===== config.mk =====
export PLATFORM = sky130hd
export DESIGN_NAME = plsl_slice
export DESIGN_NICKNAME = d
export VERILOG_FILES = /design/src/hdl/plsl_pkg.sv /design/src/hdl/plsl_arith.sv /design/src/hdl/plsl_slice.sv /design/src/hdl/plsl_table_mem.sv
export SDC_FILE = /design/constraint.sdc
export NUM_CORES = 1
export LEC_CHECK = 0
export BUFFER_PORTS_ARGS = -buffer_cell sky130_fd_sc_hd__buf_2
export CAP_MARGIN = 20
export CORE_ASPECT_RATIO = 1.5
export CORE_MARGIN = 3
export CORE_UTILIZATION = 45
export CTS_BUF_LIST = sky130_fd_sc_hd__clkbuf_8
export DETAILED_ROUTE_END_ITERATION = 16
export PLACE_DENSITY = 0.79
export SETUP_SLACK_MARGIN = 0.3
export SKIP_LAST_GASP = 1
export SLEW_MARGIN = 20
export SYNTH_ARGS = -nofsm -noshare
export SYNTH_HDL_FRONTEND = slang
export SYNTH_SLANG_ARGS = --single-unit
export TNS_END_PERCENT = 30

===== constraint.sdc =====
create_clock -name CLK -period 4.1 [get_ports CLK]
set_input_delay 0.82 -clock CLK [delete_from_list [all_inputs] [get_ports CLK]]
set_output_delay 0.82 -clock CLK [all_outputs]
set_load 0.02 [all_outputs]

===== src/hdl/plsl_pkg.sv =====
package plsl_pkg;
   // register byte offsets on the bus
   localparam logic [7:0]  OFS_CTRL      = 8'h00;
   localparam logic [7:0]  OFS_TABLE     = 8'h04;
   localparam logic [7:0]  OFS_STATUS    = 8'h08;
   // control field positions
   localparam int          CTRL_MODE_LSB = 0;
   localparam int          CTRL_OP_LSB   = 2;
   localparam int          CTRL_SET_LSB  = 5;
   localparam int          CTRL_COMP_BIT = 7;
   // table register: low table in low half, high table in high half
   localparam int          TABLE_HI_LSB  = 16;
   // status field positions
   localparam int          STAT_MODE_LSB = 0;
   localparam int          STAT_Q_LSB    = 2;
   localparam int          STAT_CO_BIT   = 4;
   localparam int          STAT_RAM_BIT  = 5;
   // reset values
   localparam logic [31:0] CTRL_RESET    = 32'h0000_0000;
   localparam logic [15:0] TABLE_RESET   = 16'h0000;
   localparam logic [1:0]  OUT_RESET     = 2'h0;
   // geometry
   localparam int          TABLE_WORDS   = 16;
   localparam int          ADDR_W        = 4;

   typedef enum logic [1:0] {
      MODE_LOGIC, MODE_RIPPLE, MODE_RAM, MODE_ROM
   } plsl_mode_type;

   typedef enum logic [2:0] {
      OP_ADD, OP_SUB, OP_ADDSUB, OP_UPCNT, OP_DNCNT, OP_MULT, OP_CMP
   } plsl_op_type;

   typedef struct packed {
      logic        cyc;
      logic        stb;
      logic        we;
      logic [7:0]  adr;
      logic [3:0]  sel;
      logic [31:0] dat;
   } plsl_wb_req_type;

   typedef struct packed {
      logic [1:0] sum;
      logic       cout;
      logic       gen;
      logic       prop;
      logic       ge;
      logic       ne;
      logic       le;
   } plsl_arith_type;
endpackage : plsl_pkg


===== src/hdl/plsl_arith.sv =====
`timescale 1ns/1ns
// two-bit ripple unit, purely combinational
module plsl_arith
   import plsl_pkg::*;
(
   // operation select
   input  plsl_op_type    op,
   input  wire logic      dyn_add,
   input  wire logic      mult_en,
   // operands and chain
   input  wire logic [1:0] a,
   input  wire logic [1:0] b,
   input  wire logic [1:0] q,
   input  wire logic       cin,
   // result
   output plsl_arith_type res
);
   // two-bit add with carry: {carry, sum}
   function automatic logic [2:0] add2(input logic [1:0] x, input logic [1:0] y,
                                       input logic c);
      add2 = {1'b0, x} + {1'b0, y} + {2'h0, c};
   endfunction : add2

   logic [1:0] opa;
   logic [1:0] opb;
   logic [2:0] total;
   logic [2:0] nocarry;

   // second operand per function
   always_comb begin
      opb = b;
      case (op)
         OP_ADD:    opb = b;
         OP_SUB:    opb = ~b;
         OP_ADDSUB: opb = dyn_add ? b : ~b;
         OP_UPCNT:  opb = 2'h0;
         OP_DNCNT:  opb = 2'h3;
         OP_MULT:   opb = b & {2{mult_en}};
         OP_CMP:    opb = ~b;
         default:   opb = b;
      endcase
   end

   // counters run on the registered value, the rest on operand a
   always_comb begin
      opa = (op == OP_UPCNT || op == OP_DNCNT) ? q : a;
      if (op == OP_UPCNT) begin
         total   = add2(q, opb, cin);
         nocarry = add2(q, opb, 1'b0);
      end else if (op == OP_DNCNT) begin
         total   = add2(q, opb, ~cin);
         nocarry = add2(q, opb, 1'b0);
      end else begin
         total   = add2(a, opb, cin);
         nocarry = add2(a, opb, 1'b0);
      end
      res.sum  = total[1:0];
      res.cout = total[2];
      res.gen  = nocarry[2];
      res.prop = &(opa ^ opb);
      res.ge   = (a >= b);
      res.ne   = (a != b);
      res.le   = (a <= b);
   end
endmodule : plsl_arith


===== src/hdl/plsl_slice.sv =====
`timescale 1ns/1ns
module plsl_slice
   import plsl_pkg::*;
#(
   parameter bit HAS_RAM = 1'b1
)(
   // clock and reset
   input  wire logic        CLK,
   input  wire logic        SYS_RST,
   // wishbone slave
   input  wire logic        WB_CYC_I,
   input  wire logic        WB_STB_I,
   input  wire logic        WB_WE_I,
   input  wire logic [7:0]  WB_ADR_I,
   input  wire logic [3:0]  WB_SEL_I,
   input  wire logic [31:0] WB_DAT_I,
   output logic [31:0]      WB_DAT_O,
   output logic             WB_ACK_O,
   // table inputs and multipurpose inputs
   input  wire logic [3:0]  TABLE_IN_LOW,
   input  wire logic [3:0]  TABLE_IN_HIGH,
   input  wire logic        MULTIPURPOSE_IN_LOW,
   input  wire logic        MULTIPURPOSE_IN_HIGH,
   // register control
   input  wire logic        CLOCK_ENABLE,
   input  wire logic        LOCAL_SET_CLEAR,
   // chain and neighbour wide results
   input  wire logic        CARRY_CHAIN_IN,
   input  wire logic        WIDE_IN_LOW,
   input  wire logic        WIDE_IN_HIGH,
   // memory write port, shared with a companion slice
   input  wire logic        MEM_WRITE_EN,
   input  wire logic [3:0]  MEM_WRITE_ADDR,
   input  wire logic [1:0]  MEM_WRITE_DATA,
   output logic             MEM_WRITE_EN_OUT,
   output logic [3:0]       MEM_WRITE_ADDR_OUT,
   // data outputs
   output logic [1:0]       TABLE_BYPASS_OUTPUTS,
   output logic [1:0]       REGISTERED_OUTPUTS,
   output logic             WIDE_MUX_OUT_LOW,
   output logic             WIDE_MUX_OUT_HIGH,
   output logic             CARRY_CHAIN_OUT,
   output logic             CARRY_GENERATE,
   output logic             CARRY_PROPAGATE,
   output logic [2:0]       COMPARE_GE_NE_LE
);
   plsl_wb_req_type        req;
   logic                   ack_reg;
   logic                   ack_next;
   logic [31:0]            rdat_reg;
   logic [31:0]            rdat_next;
   logic [31:0]            ctrl_reg;
   logic [31:0]            ctrl_next;
   logic [1:0]             q_reg;
   logic [1:0]             q_next;
   logic                   wr_ctrl;
   logic                   ld_table;
   plsl_mode_type          mode_cfg;
   plsl_mode_type          mode;
   plsl_op_type            op;
   logic [1:0]             set_val;
   logic                   companion;
   logic [TABLE_WORDS-1:0] tab_lo;
   logic [TABLE_WORDS-1:0] tab_hi;
   logic [TABLE_WORDS-1:0] rb_lo;
   logic [TABLE_WORDS-1:0] rb_hi;
   logic                   user_wr;
   logic [3:0]             user_addr;
   logic [1:0]             lut_out;
   logic [1:0]             f_out;
   plsl_arith_type         ar;

   // a table lookup used by both tables
   function automatic logic lookup(input logic [TABLE_WORDS-1:0] t, input logic [3:0] i);
      lookup = t[i];
   endfunction : lookup

   assign req = '{cyc: WB_CYC_I, stb: WB_STB_I, we: WB_WE_I, adr: WB_ADR_I,
                  sel: WB_SEL_I, dat: WB_DAT_I};

   // configuration fields
   assign mode_cfg  = plsl_mode_type'(ctrl_reg[CTRL_MODE_LSB +: 2]);
   assign op        = plsl_op_type'(ctrl_reg[CTRL_OP_LSB +: 3]);
   assign set_val   = ctrl_reg[CTRL_SET_LSB +: 2];
   assign companion = ctrl_reg[CTRL_COMP_BIT];

   // without write capability the ram setting reads as rom
   always_comb begin
      mode = mode_cfg;
      if (!HAS_RAM && mode_cfg == MODE_RAM) begin
         mode = MODE_ROM;
      end
   end

   // bus: ack one cycle after the request; writes land on the ack edge
   always_comb begin
      ack_next  = req.cyc && req.stb && !ack_reg;
      rdat_next = rdat_reg;
      wr_ctrl   = req.cyc && req.stb && req.we && ack_reg && req.adr == OFS_CTRL;
      ld_table  = req.cyc && req.stb && req.we && ack_reg && req.adr == OFS_TABLE;
      ctrl_next = ctrl_reg;
      if (wr_ctrl && req.sel[0]) begin
         ctrl_next[7:0] = req.dat[7:0];
      end
      if (req.cyc && req.stb && !ack_reg) begin
         case (req.adr)
            OFS_CTRL:   rdat_next = ctrl_reg;
            OFS_TABLE:  rdat_next = {rb_hi, rb_lo};
            OFS_STATUS: begin
               rdat_next = 32'h0000_0000;
               rdat_next[STAT_MODE_LSB +: 2] = mode;
               rdat_next[STAT_Q_LSB +: 2]    = q_reg;
               rdat_next[STAT_CO_BIT]        = CARRY_CHAIN_OUT;
               rdat_next[STAT_RAM_BIT]       = HAS_RAM;
            end
            default:    rdat_next = 32'h0000_0000;      // unmapped reads as zero
         endcase
      end
   end

   always_ff @(posedge CLK or posedge SYS_RST) begin
      if (SYS_RST) begin
         ack_reg  <= 1'b0;
         rdat_reg <= 32'h0000_0000;
         ctrl_reg <= CTRL_RESET;
      end else begin
         ack_reg  <= ack_next;
         rdat_reg <= rdat_next;
         ctrl_reg <= ctrl_next;
      end
   end

   assign WB_ACK_O = ack_reg;
   assign WB_DAT_O = rdat_reg;

   // user write only in ram mode; a companion follows its partner's address
   assign user_wr   = (mode == MODE_RAM) && MEM_WRITE_EN;
   assign user_addr = companion ? MEM_WRITE_ADDR : TABLE_IN_LOW;
   assign MEM_WRITE_EN_OUT   = user_wr;
   assign MEM_WRITE_ADDR_OUT = user_addr;

   // table load: table bits are only loadable as a full 16-bit half
   plsl_table_mem u_tab_lo (
      .clk       (CLK),
      .rst       (SYS_RST),
      .load_en   (ld_table && (&req.sel[1:0])),
      .load_data (req.dat[TABLE_WORDS-1:0]),
      .wr_en     (user_wr),
      .wr_addr   (user_addr),
      .wr_bit    (MEM_WRITE_DATA[0]),
      .contents  (tab_lo),
      .readback  (rb_lo)
   );

   plsl_table_mem u_tab_hi (
      .clk       (CLK),
      .rst       (SYS_RST),
      .load_en   (ld_table && (&req.sel[3:2])),
      .load_data (req.dat[TABLE_HI_LSB +: TABLE_WORDS]),
      .wr_en     (user_wr),
      .wr_addr   (user_addr),
      .wr_bit    (MEM_WRITE_DATA[1]),
      .contents  (tab_hi),
      .readback  (rb_hi)
   );

   // ram reads both tables at one address; other modes index each table
   always_comb begin
      if (mode == MODE_RAM) begin
         lut_out[0] = lookup(tab_lo, TABLE_IN_LOW);
         lut_out[1] = lookup(tab_hi, TABLE_IN_LOW);
      end else begin
         lut_out[0] = lookup(tab_lo, TABLE_IN_LOW);
         lut_out[1] = lookup(tab_hi, TABLE_IN_HIGH);
      end
   end

   // ripple unit operands: a from the first input pins, b from the second
   plsl_arith u_arith (
      .op      (op),
      .dyn_add (MULTIPURPOSE_IN_LOW),
      .mult_en (MULTIPURPOSE_IN_HIGH),
      .a       ({TABLE_IN_HIGH[0], TABLE_IN_LOW[0]}),
      .b       ({TABLE_IN_HIGH[1], TABLE_IN_LOW[1]}),
      .q       (q_reg),
      .cin     (CARRY_CHAIN_IN),
      .res     (ar)
   );

   // bypass results; combinational so chains do not lose a cycle
   always_comb begin
      f_out = lut_out;
      if (mode == MODE_RIPPLE) begin
         f_out = ar.sum;
      end
   end
   assign TABLE_BYPASS_OUTPUTS = f_out;

   // carry chain is only live in ripple mode, else passes the neighbour on
   assign CARRY_CHAIN_OUT  = (mode == MODE_RIPPLE) ? ar.cout : CARRY_CHAIN_IN;
   assign CARRY_GENERATE   = (mode == MODE_RIPPLE) && ar.gen;
   assign CARRY_PROPAGATE  = (mode == MODE_RIPPLE) && ar.prop;
   assign COMPARE_GE_NE_LE = (mode == MODE_RIPPLE) ? {ar.ge, ar.ne, ar.le} : 3'h0;

   // wide functions
   assign WIDE_MUX_OUT_LOW  = MULTIPURPOSE_IN_LOW ? lut_out[1] : lut_out[0];
   assign WIDE_MUX_OUT_HIGH = MULTIPURPOSE_IN_HIGH ? WIDE_IN_HIGH : WIDE_IN_LOW;

   // output registers: set/clear beats clock enable
   always_comb begin
      q_next = q_reg;
      if (LOCAL_SET_CLEAR) begin
         q_next = set_val;
      end else if (CLOCK_ENABLE) begin
         q_next = f_out;
      end
   end

   always_ff @(posedge CLK or posedge SYS_RST) begin
      if (SYS_RST) begin
         q_reg <= OUT_RESET;
      end else begin
         q_reg <= q_next;
      end
   end
   assign REGISTERED_OUTPUTS = q_reg;
endmodule : plsl_slice


===== src/hdl/plsl_table_mem.sv =====
`timescale 1ns/1ns
// one 16x1 table: loaded whole from the bus, written bitwise in ram mode
module plsl_table_mem
   import plsl_pkg::*;
(
   // clock and reset
   input  wire logic                   clk,
   input  wire logic                   rst,
   // configuration load
   input  wire logic                   load_en,
   input  wire logic [TABLE_WORDS-1:0] load_data,
   // user write port
   input  wire logic                   wr_en,
   input  wire logic [ADDR_W-1:0]      wr_addr,
   input  wire logic                   wr_bit,
   // contents for the combinational lookup and registered read-back
   output logic [TABLE_WORDS-1:0]      contents,
   output logic [TABLE_WORDS-1:0]      readback
);
   logic [TABLE_WORDS-1:0] mem_reg;
   logic [TABLE_WORDS-1:0] mem_next;
   logic [TABLE_WORDS-1:0] rb_reg;

   // user write lands after the load so it wins on its own bit
   always_comb begin
      mem_next = mem_reg;
      if (load_en) begin
         mem_next = load_data;
      end
      if (wr_en) begin
         mem_next[wr_addr] = wr_bit;
      end
   end

   // storage and read-back register
   always_ff @(posedge clk or posedge rst) begin
      if (rst) begin
         mem_reg <= TABLE_RESET;
         rb_reg  <= TABLE_RESET;
      end else begin
         mem_reg <= mem_next;
         rb_reg  <= mem_reg;
      end
   end

   assign contents = mem_reg;
   assign readback = rb_reg;
endmodule : plsl_table_mem

# Word level (Yosys, flattened, before mapping)
# Index checks and enable logic that the tools add are counted.
# Widths: inputs -> output; s select.
[op_classes]
mux = 31
reduce_logical = 21
shifts = 0
order_cmp = 6
bitwise_logic = 4
addsub = 5
mul = 0
div_mod_pow = 0
eq_ne = 11
[op_table]
columns = ["op", "count"]
rows = [
  ["$pmux 32 s3", 1],
  ["$mux 16", 4],
  ["$bwmux 16", 2],
  ["$lt 4x5->1 const B", 3],
  ["$mux 3", 5],
  ["$logic_and 1x1->1", 13],
  ["$bmux 1 s4", 3],
  ["$mux 2", 6],
  ["$pmux 2 s5", 1],
  ["$add 3x1->3", 3],
  ["$eq 3x3->1 const B", 3],
  ["$eq 8x3->1 const B", 1],
  ["$eq 8x4->1 const B", 1],
  ["$logic_not 8->1", 1],
  ["$mux 1", 7],
  ["$add 2x2->3", 2],
  ["$eq 3x2->1 const B", 2],
  ["$reduce_and 2->1", 3],
  ["$demux 1 s4", 1],
  ["$ge 4x1->1 const B", 1],
  ["$mux 4", 1],
  ["$eq 3x1->1 const B", 1],
  ["$and 2x2->2", 1],
  ["$eq 2x1->1 const B", 1],
  ["other kinds (11)", 11],
]
[word_totals]
in_bits = 71
ramBits = 0
latchBits = 0
mem_count = 0
out_inout_bits = 50
regBits = 107
romBits = 0

# Longest topological paths before layout
# Gate-level depths: netlist of run 1.
[logic_depth]
depth_word = 10
ltp_mapped = 14

# By module
# From an unflattened synthesis of run 1, not the netlist that was laid out.
[hier_totals]
cells_unflattened = 509
hier_area_um2 = 5666.7
[modules_own_cells]
columns = ["module", "n_inst", "seq_area_each_um2", "cells_each", "area_per_inst_um2"]
rows = [
  ["plsl_slice", 1, 1076.0, 246, 2434.8],
  ["plsl_table_mem (u_tab_hi)", 1, 800.8, 95, 1330.0],
  ["plsl_table_mem (u_tab_lo)", 1, 800.8, 95, 1305.0],
  ["plsl_arith", 1, 0.0, 73, 596.8],
]

# Worst setup path after synthesis of run 1
# Ideal clock, no wire load.
[synth_path]
kind = "input -> output"
startpoint = "in TABLE_IN_LOW[1]"
endpoint = "out CARRY_CHAIN_OUT"
setup_slack_ps = -117
t_arrival_ps = 3397
path_stages = 12
path_cell_list = "clkbuf_1 > inv_1 > a211oi_1 > a211o_1 > ha_1 > inv_1 > fa_1 > inv_1 > ha_1 > xor2_1 > o32a_1 > a31oi_1"
[synth_between]
elab_chain_len = 8
word_cells_on_any_way = 12
[synth_rtl]
columns = ["element", "line_no", "rtl"]
rows = [
  ["from (decl)", "plsl_slice.sv:20", "input wire logic [3:0] TABLE_IN_LOW,"],
  ["$not 2->2", "plsl_arith.sv:34, plsl_arith.sv:35, plsl_arith.sv:39", ""],
  ["$mux 2", "plsl_arith.sv:35", "OP_ADDSUB: opb = dyn_add ? b : ~b;"],
  ["$pmux 2 s5 *", "plsl_arith.sv:32", "case (op)"],
  ["$add 2x2->3", "plsl_arith.sv:21", "add2 = {1'b0, x} + {1'b0, y} + {2'h0, c};"],
  ["$add 3x1->3", "plsl_arith.sv:21", ""],
  ["$mux 3", "plsl_arith.sv:50", "end else if (op == OP_DNCNT) begin"],
  ["$mux 3 *", "plsl_arith.sv:47", "if (op == OP_UPCNT) begin"],
  ["$mux 1 *", "plsl_slice.sv:200", "assign CARRY_CHAIN_OUT = (mode == MODE_RIPPLE) ? ar.cout : CARRY_CHAIN_IN;"],
  ["to (decl)", "plsl_slice.sv:42", "output logic CARRY_CHAIN_OUT,"],
]
# Every way passes the cells marked *; elsewhere a longest branch is shown, timed or not.

# Worst setup path after layout of run 1
[layout_path]
startpoint = "in MULTIPURPOSE_IN_LOW"
endpoint = "out CARRY_CHAIN_OUT"
[layout_between]
elab_chain_len = 7
word_cells_on_any_way = 10
[layout_rtl]
columns = ["element", "line_no", "rtl"]
rows = [
  ["from (decl)", "plsl_slice.sv:22", "input wire logic MULTIPURPOSE_IN_LOW,"],
  ["$mux 2 *", "plsl_arith.sv:35", ""],
  ["$pmux 2 s5 *", "plsl_arith.sv:32", ""],
  ["$add 2x2->3", "plsl_arith.sv:21", ""],
  ["$add 3x1->3", "plsl_arith.sv:21", ""],
  ["$mux 3", "plsl_arith.sv:50", ""],
  ["$mux 3 *", "plsl_arith.sv:47", ""],
  ["$mux 1 *", "plsl_slice.sv:200", ""],
]
# Marks and branches as above.

==> results of run 1 <==
## worst max-delay path, stage by stage
cell and delay, ps:
buf_8 100, nand2b_4 140, a221oi_4 230, a211o_1 180, ha_2 190, inv_2 40, fa_1 490, inv_2 80
ha_4 160, xor2_1 150, o32a_1 320, a31oi_4 180, buf_6 140
## path summary, 6_finish.rpt
check | depth (start not counted) | slack [ps] | end
max | 13 | 50 | CARRY_CHAIN_OUT
min | 0 | 410 | u_tab_lo.readback[6]
max reg2reg | 22 | 80 | REGISTERED_OUTPUTS[1]
min reg2reg | 0 | 410 | u_tab_lo.readback[6]
max in group asynchronous | 3 | 2800 | WB_DAT_O[23]
min in group asynchronous | 2 | 580 | u_tab_lo.contents[11]
## power groups by stage
| stage | logic (mW) | registers [mW] | clock network (mW) |
|---|---|---|---|
| floorplan | 0.112 | 1.08 | 0 |
| global placement | 0.190 | 1.08 | 0 |
| detailed placement | 0.196 | 1.08 | 0 |
| CTS | 0.214 | 1.06 | 0.805 |
| global route | 0.252 | 1.06 | 0.848 |
| finish | 0.230 | 1.06 | 0.796 |
## cell type report
cell class                 instances  area, um2  share of cell area (%)
multi-input combinational        343       2730                    40.2
sequential                       107       2680                    39.4
timing repair buffer             150        862                    12.7
tap                              150        188                    2.76
clock buffer                      10        138                    2.02
clock inverter                     6        119                    1.75
inverter                          20       82.6                    1.21
## synthesized netlist by cell type, drive strengths merged, types with 2 or more instances
library cell,n,area (um2)
nand3,31,155
nor2b,5,31.3
fa,2,40.0
nor4,3,33.8
nor3,6,30.0
nand4,2,27.5
nand2,85,319
o21ai,25,125
mux2,51,604
a31oi,2,12.5
mux2i,32,320
mux4,11,248
buf,9,67.6
and3,2,12.5
dfrtp,107,2680
clkbuf,16,60.1
inv,19,71.3
xor2,5,43.8
a22oi,3,22.5
or3,2,12.5
o31ai,3,22.5
a21oi,10,50.1
o41ai,2,17.5
nand2b,9,56.3
a211oi,2,15.0
and4,2,17.5
nor2,21,78.8
ha,10,125
and3b,2,17.5
## kinds of logic after synthesis
family | after synthesis | synth area share [%]
buffers and inverters | 45 | 3.72
xor gates and xnor gates | 5 | 0.804
DFF | 107 | 49.2
and+or+nand+nor | 175 | 15.3
AOI/OAI and AO/OA | 57 | 6.39
muxes | 94 | 21.5
adders and majority gates | 12 | 3.03
## metrics by stage
stage / worst slack [ps] / area, um2 / cells
6_report: 47.9 / 6800 / 786
5_1_grt: -46.4 / 6800 / 786
4_1_cts: 101 / 6720 / 786
3_5_place_dp: -71.0 / 6240 / 755
3_3_place_gp: 1.61 / 6240 / 755
2_1_floorplan: 236 / 5490 / 495
## routing by layer
| metal | wire length [um] | up-vias | global-route usage, % |
|---|---|---|---|
| li1 | - | 2022 | - |
| met1 | 5750 | 2142 | 29.0 |
| met2 | 7260 | 199 | 36.0 |
| met3 | 947 | 44 | 3.31 |
| met4 | 452 | 0 | 7.95 |
| met5 | 0 | - | 0 |
## what timing repair did
item	CTS	global route
pin swaps	9	7
resized for setup	27	13
buffers inserted	15	0
setup endpoints to repair	2	4
==> metrics.md, run 1 <==
| Metric | Value |
|---|---|
| DRT Pass-1 Iters | `5` |
| Post-Syn Nets | `578` |
| Gate power share | `11.0%` |
| WL/cell | `18.3 um` |
| Post-DP HPWL | `10.6 mm` |
| Bufs on Longest Clock Path | `2` |
| Vias in the first global route | `4324` |
| Min-delay src | `u_tab_lo.contents[6]` |
| I/O pin cnt | `121` |
| Clock transition at the registers of the reported paths | `90 ps` |
| Largest net degree at the start of global routing | `93` |
| Peak supply drop | `0.000151 V` |
| Post-layout min period | `4050 ps` |
| # hold bufs at CTS | `0` |
| Remaining antenna violation count | `0` |
| Max FFs per register | `32` |
| Total power | `2.09 mW` |
| Crit Reg-Reg Startpoint | `ctrl_reg[2]` |
| CP startpoint | `MULTIPURPOSE_IN_LOW` |
| Layout cells sized above 1 | `40.1%` |
| DIE WIDTH | `95.8 um` |
| Endpoints failing hold | `0` |
| GRT Resource Usage Total | `21.8%` |
| Clock root buffer | `clkbuf_8` |
| Number of H-tree levels | `3` |
| # fillers | `952` |
| ANT cells | `0` |
| Die area | `13500 um2` |
| Commonest non-fill, non-tap cell in the layout | `buf_2` |
| Tightest Pin Transition | `793 ps` |
| Clk_lat worst skew | `380 ps` |
| Post-route setup TNS | `0 ps` |
| Sw Ratio | `24.2%` |
| DRC | `0` |
| GRT overflow | `0` |
| Status | `complete, no violations` |
| Synth Instances | `495` |
| PwrDens | `307 nW/um2` |
| Internal | `1.58 mW` |
| Worst slew margin | `47.2%` |
| Slew Limit Fails | `0` |
| Via Count | `4407` |
| Worst Hold Class | `flip-flop to flip-flop` |
| Most frequent cells in the layout | `buf_2 (116), dfrtp_1 (104), nand2_1 (84), mux2_2 (40), mux2i_1 (32)` |
| Row count | `48` |
| Reg power frac | `50.8%` |
| Clock sink count | `107` |
| Netlist cell types | `52` |
| Max Clock Freq | `247 MHz` |
| Ys async rst share | `100%` |
| Ys flop type | `dfrtp_1` |
| CP max FO | `3` |
| CTS tree | `done` |
| Iter 0 DRT Violations | `289` |
| Max cap viols | `0` |
| WS Path Type | `input port to output port` |
| Starting density of the core | `46.7%` |
| Final setup vio count | `0` |
| Worst hold slack | `413 ps` |
| Placer Congestion | `0.896` |
| Syn-to-layout area delta | `24.9%` |
| Die span in y | `141 um` |
| CTS buffer count | `9` |
| I/O Buffers | `120` |
| RSZ-0062 raised after global routing | `yes` |
| Yosys warns | `0` |
| Wirelength, routed | `14.4 mm` |
| Synth Register Bits | `107` |
| Crit. End Element | `output port` |
| Final design utilization | `58.4%` |
| Worst EP required | `3280 ps` |
| Core Box Area | `11700 um2` |
| Via density | `5.61` |
| Initial antenna violation count | `0` |
| Register area share after synthesis | `49.2%` |
| P_sw | `0.506 mW` |
| Post-synth EDFFs | `0` |
| Final nets | `714` |
| Global-route wire length before repair | `22.5 mm` |
| Clock skew | `7.92 ps` |
| Pleak | `3.53 nW` |
| Syn_area_per_cell | `11.0 um2` |
| Synthesized area | `5440 um2` |
| Period utilization | `98.8%` |
| Crit path DAT | `3230 ps` |
| CP Launch Type | `input port` |
| Clock power share | `38.1%` |
Power figures use the tool's default switching activity.
==> run 2, diff against run 1 <==
==> constraint.sdc (replaced) <==
create_clock -name CLK -period 3.56 [get_ports CLK]
set_input_delay 0.712 -clock CLK [delete_from_list [all_inputs] [get_ports CLK]]
set_output_delay 0.712 -clock CLK [all_outputs]
set_load 0.02 [all_outputs]
==> run 2 against run 1 <==
Net effect:
- the run now ends with setup timing left
- cell area fell by 2.2%
- die area did not move
- core utilization is 1.3 points lower
- count of clock-buffer cells in the layout is 1 lower
- largest power group unchanged
- sequential share of layout area up 0.88 points
- setup slack worse by 440 ps
- clock power fell by 8.4%
==> metrics.md, run 2 (same netlist as run 1, synthesis figures left out) <==
| Metric | Value |
|---|---|
| Clock skew | `4.40 ps` |
| Max cap viols | `0` |
| WHS Path Cells | `0` |
| DRT Pass-1 Iters | `4` |
| Total power | `2.20 mW` |
| Clk_lat worst skew | `370 ps` |
| I/O pin cnt | `121` |
| Post-layout min period | `3950 ps` |
| Worst slew margin | `54.8%` |
| Most frequent cells in the layout | `buf_2 (118), dfrtp_1 (105), nand2_1 (83), mux2_2 (40), mux2i_1 (32)` |
| Commonest non-fill, non-tap cell in the layout | `buf_2` |
| Max FFs per register | `32` |
| Crit. End Element | `output port` |
| Period utilization | `111%` |
| Min-delay src | `u_tab_lo.contents[1]` |
| Endpoints failing hold | `0` |
| Status | `finished, violations left` |
| CP Launch Type | `input port` |
| Bufs on Longest Clock Path | `2` |
| Clock root buffer | `clkbuf_8` |
| Area of the multi-input gates | `2660 um2` |
| Hold Crit Endpoint | `u_tab_lo.readback[1]` |
| Global-route wire length before repair | `22.2 mm` |
| Initial antenna violation count | `2` |
| WL/cell | `18.0 um` |
| Clock transition at the registers of the reported paths | `90 ps` |
| Wirelength, routed | `14.1 mm` |
| Worst EP required | `2850 ps` |
| Crit Reg-Reg Startpoint | `ctrl_reg[2]` |
| Max Clock Freq | `253 MHz` |
| Violated checks | `setup timing` |
| Final nets | `710` |
| RSZ-0062 raised after global routing | `yes` |
| Storage element area | `2680 um2` |
| CP max FO | `3` |
| GRT overflow | `0` |
| Remaining antenna violation count | `0` |
| Number of H-tree levels | `3` |
| PwrDens | `331 nW/um2` |
| Clock sink count | `107` |
| GRT Resource Usage Total | `21.5%` |
| Crit path DAT | `3240 ps` |
| Via Count | `4287` |
| Worst r2r dst | `REGISTERED_OUTPUTS[1]` |
| Worst Hold Class | `flip-flop to flip-flop` |
| Via density | `5.46` |
| Worst reg2reg setup slack | `490 ps` |
| Final setup vio count | `3` |
| Vias in the first global route | `4399` |
| DRC | `0` |
| Tightest Pin Transition | `674 ps` |
| R2R cell count | `14` |
| Largest net degree at the start of global routing | `108` |
| Post-DP HPWL | `10.9 mm` |
| Syn-to-layout area delta | `22.2%` |
| CTS buffer count | `9` |
| Die span in y | `141 um` |
| # fillers | `1012` |
| Iter 0 DRT Violations | `230` |
| Layout cells sized above 1 | `38.4%` |
| Final setup margin | `-391 ps` |
| CTS tree | `done` |
| Row count | `48` |
| Slew Limit Fails | `0` |
| I/O Buffers | `120` |
| Pleak | `3.47 nW` |
| Peak supply drop | `0.000199 V` |
| Worst hold slack | `408 ps` |
| DIE WIDTH | `95.8 um` |
| Core Box Area | `11700 um2` |
| Starting density of the core | `46.7%` |
| WS Path Type | `input port to output port` |
| Placer Congestion | `0.912` |
| Die area | `13500 um2` |
==> run 2: per-stage QoR <==
stage                     setup WS (ps)  cells  TNS, ps  util [%]  area (um2)
after floorplan                   -87.5    495    -87.5         -        5490
after global placement             -322    761     -542      54.2        6310
after detailed placement           -417    761     -864      54.2        6310
after CTS                          -301    781     -630      56.8        6620
after global routing               -516    784    -1280      57.1        6650
final                              -391    785     -859      57.1        6650
==> run 2: final cells by class <==
| class | instances | share of cell area [%] |
|---|---|---|
| Tap cell | 150 | 2.82 |
| Multi-Input combinational cell | 343 | 40.0 |
| Sequential cell | 107 | 40.3 |
| Clock inverter | 7 | 1.03 |
| Clock buffer | 9 | 1.86 |
| Timing Repair Buffer | 146 | 12.6 |
| Antenna cell | 3 | 0.113 |
| Inverter | 20 | 1.19 |
==> run 2: how the worst max path moves through the flow <==
stage,cells past startpoint,startpoint,slack (ps),endpoint
floorplan,12,TABLE_IN_LOW[1],-90,CARRY_CHAIN_OUT
global placement,13,MULTIPURPOSE_IN_LOW,-320,CARRY_CHAIN_OUT
detailed placement,13,MULTIPURPOSE_IN_LOW,-420,CARRY_CHAIN_OUT
CTS,11,ctrl_reg[2],-300,CARRY_CHAIN_OUT
global route,13,MULTIPURPOSE_IN_LOW,-520,CARRY_CHAIN_OUT
finish,13,MULTIPURPOSE_IN_LOW,-390,CARRY_CHAIN_OUT
==> run 2: metal layers <==
layer | routed length [um] | part of all wire (%) | global-route usage, %
met1 | 5630 | 40 | 27.2
met2 | 7230 | 51 | 36.1
met3 | 825 | 5.8 | 3.63
met4 | 417 | 3.0 | 8.85
met5 | 0 | 0 | 0
==> run 2: repair_timing <==
item                       CTS  global route
gates cloned                 0             0
pin swaps                    7             3
setup endpoints to repair    4             5
gates resized for setup     19             2
buffers inserted             4             1
hold buffers                 0             0
==> run 2: report_power, final <==
| group | switching, mW | internal (mW) | total [mW] |
|---|---|---|---|
| combinational | 0.149 | 0.103 | 0.252 |
| sequential | 0.00471 | 1.22 | 1.22 |
| clock | 0.405 | 0.324 | 0.729 |
==> run 2: critical path, cell delays in order <==
cell	delay, ps
buf_2	130
nand2b_1	150
a221oi_2	280
a211o_1	220
ha_2	180
inv_1	50
fa_1	470
inv_1	60
ha_2	170
xor2_1	160
o32a_1	330
a31oi_4	190
buf_6	140
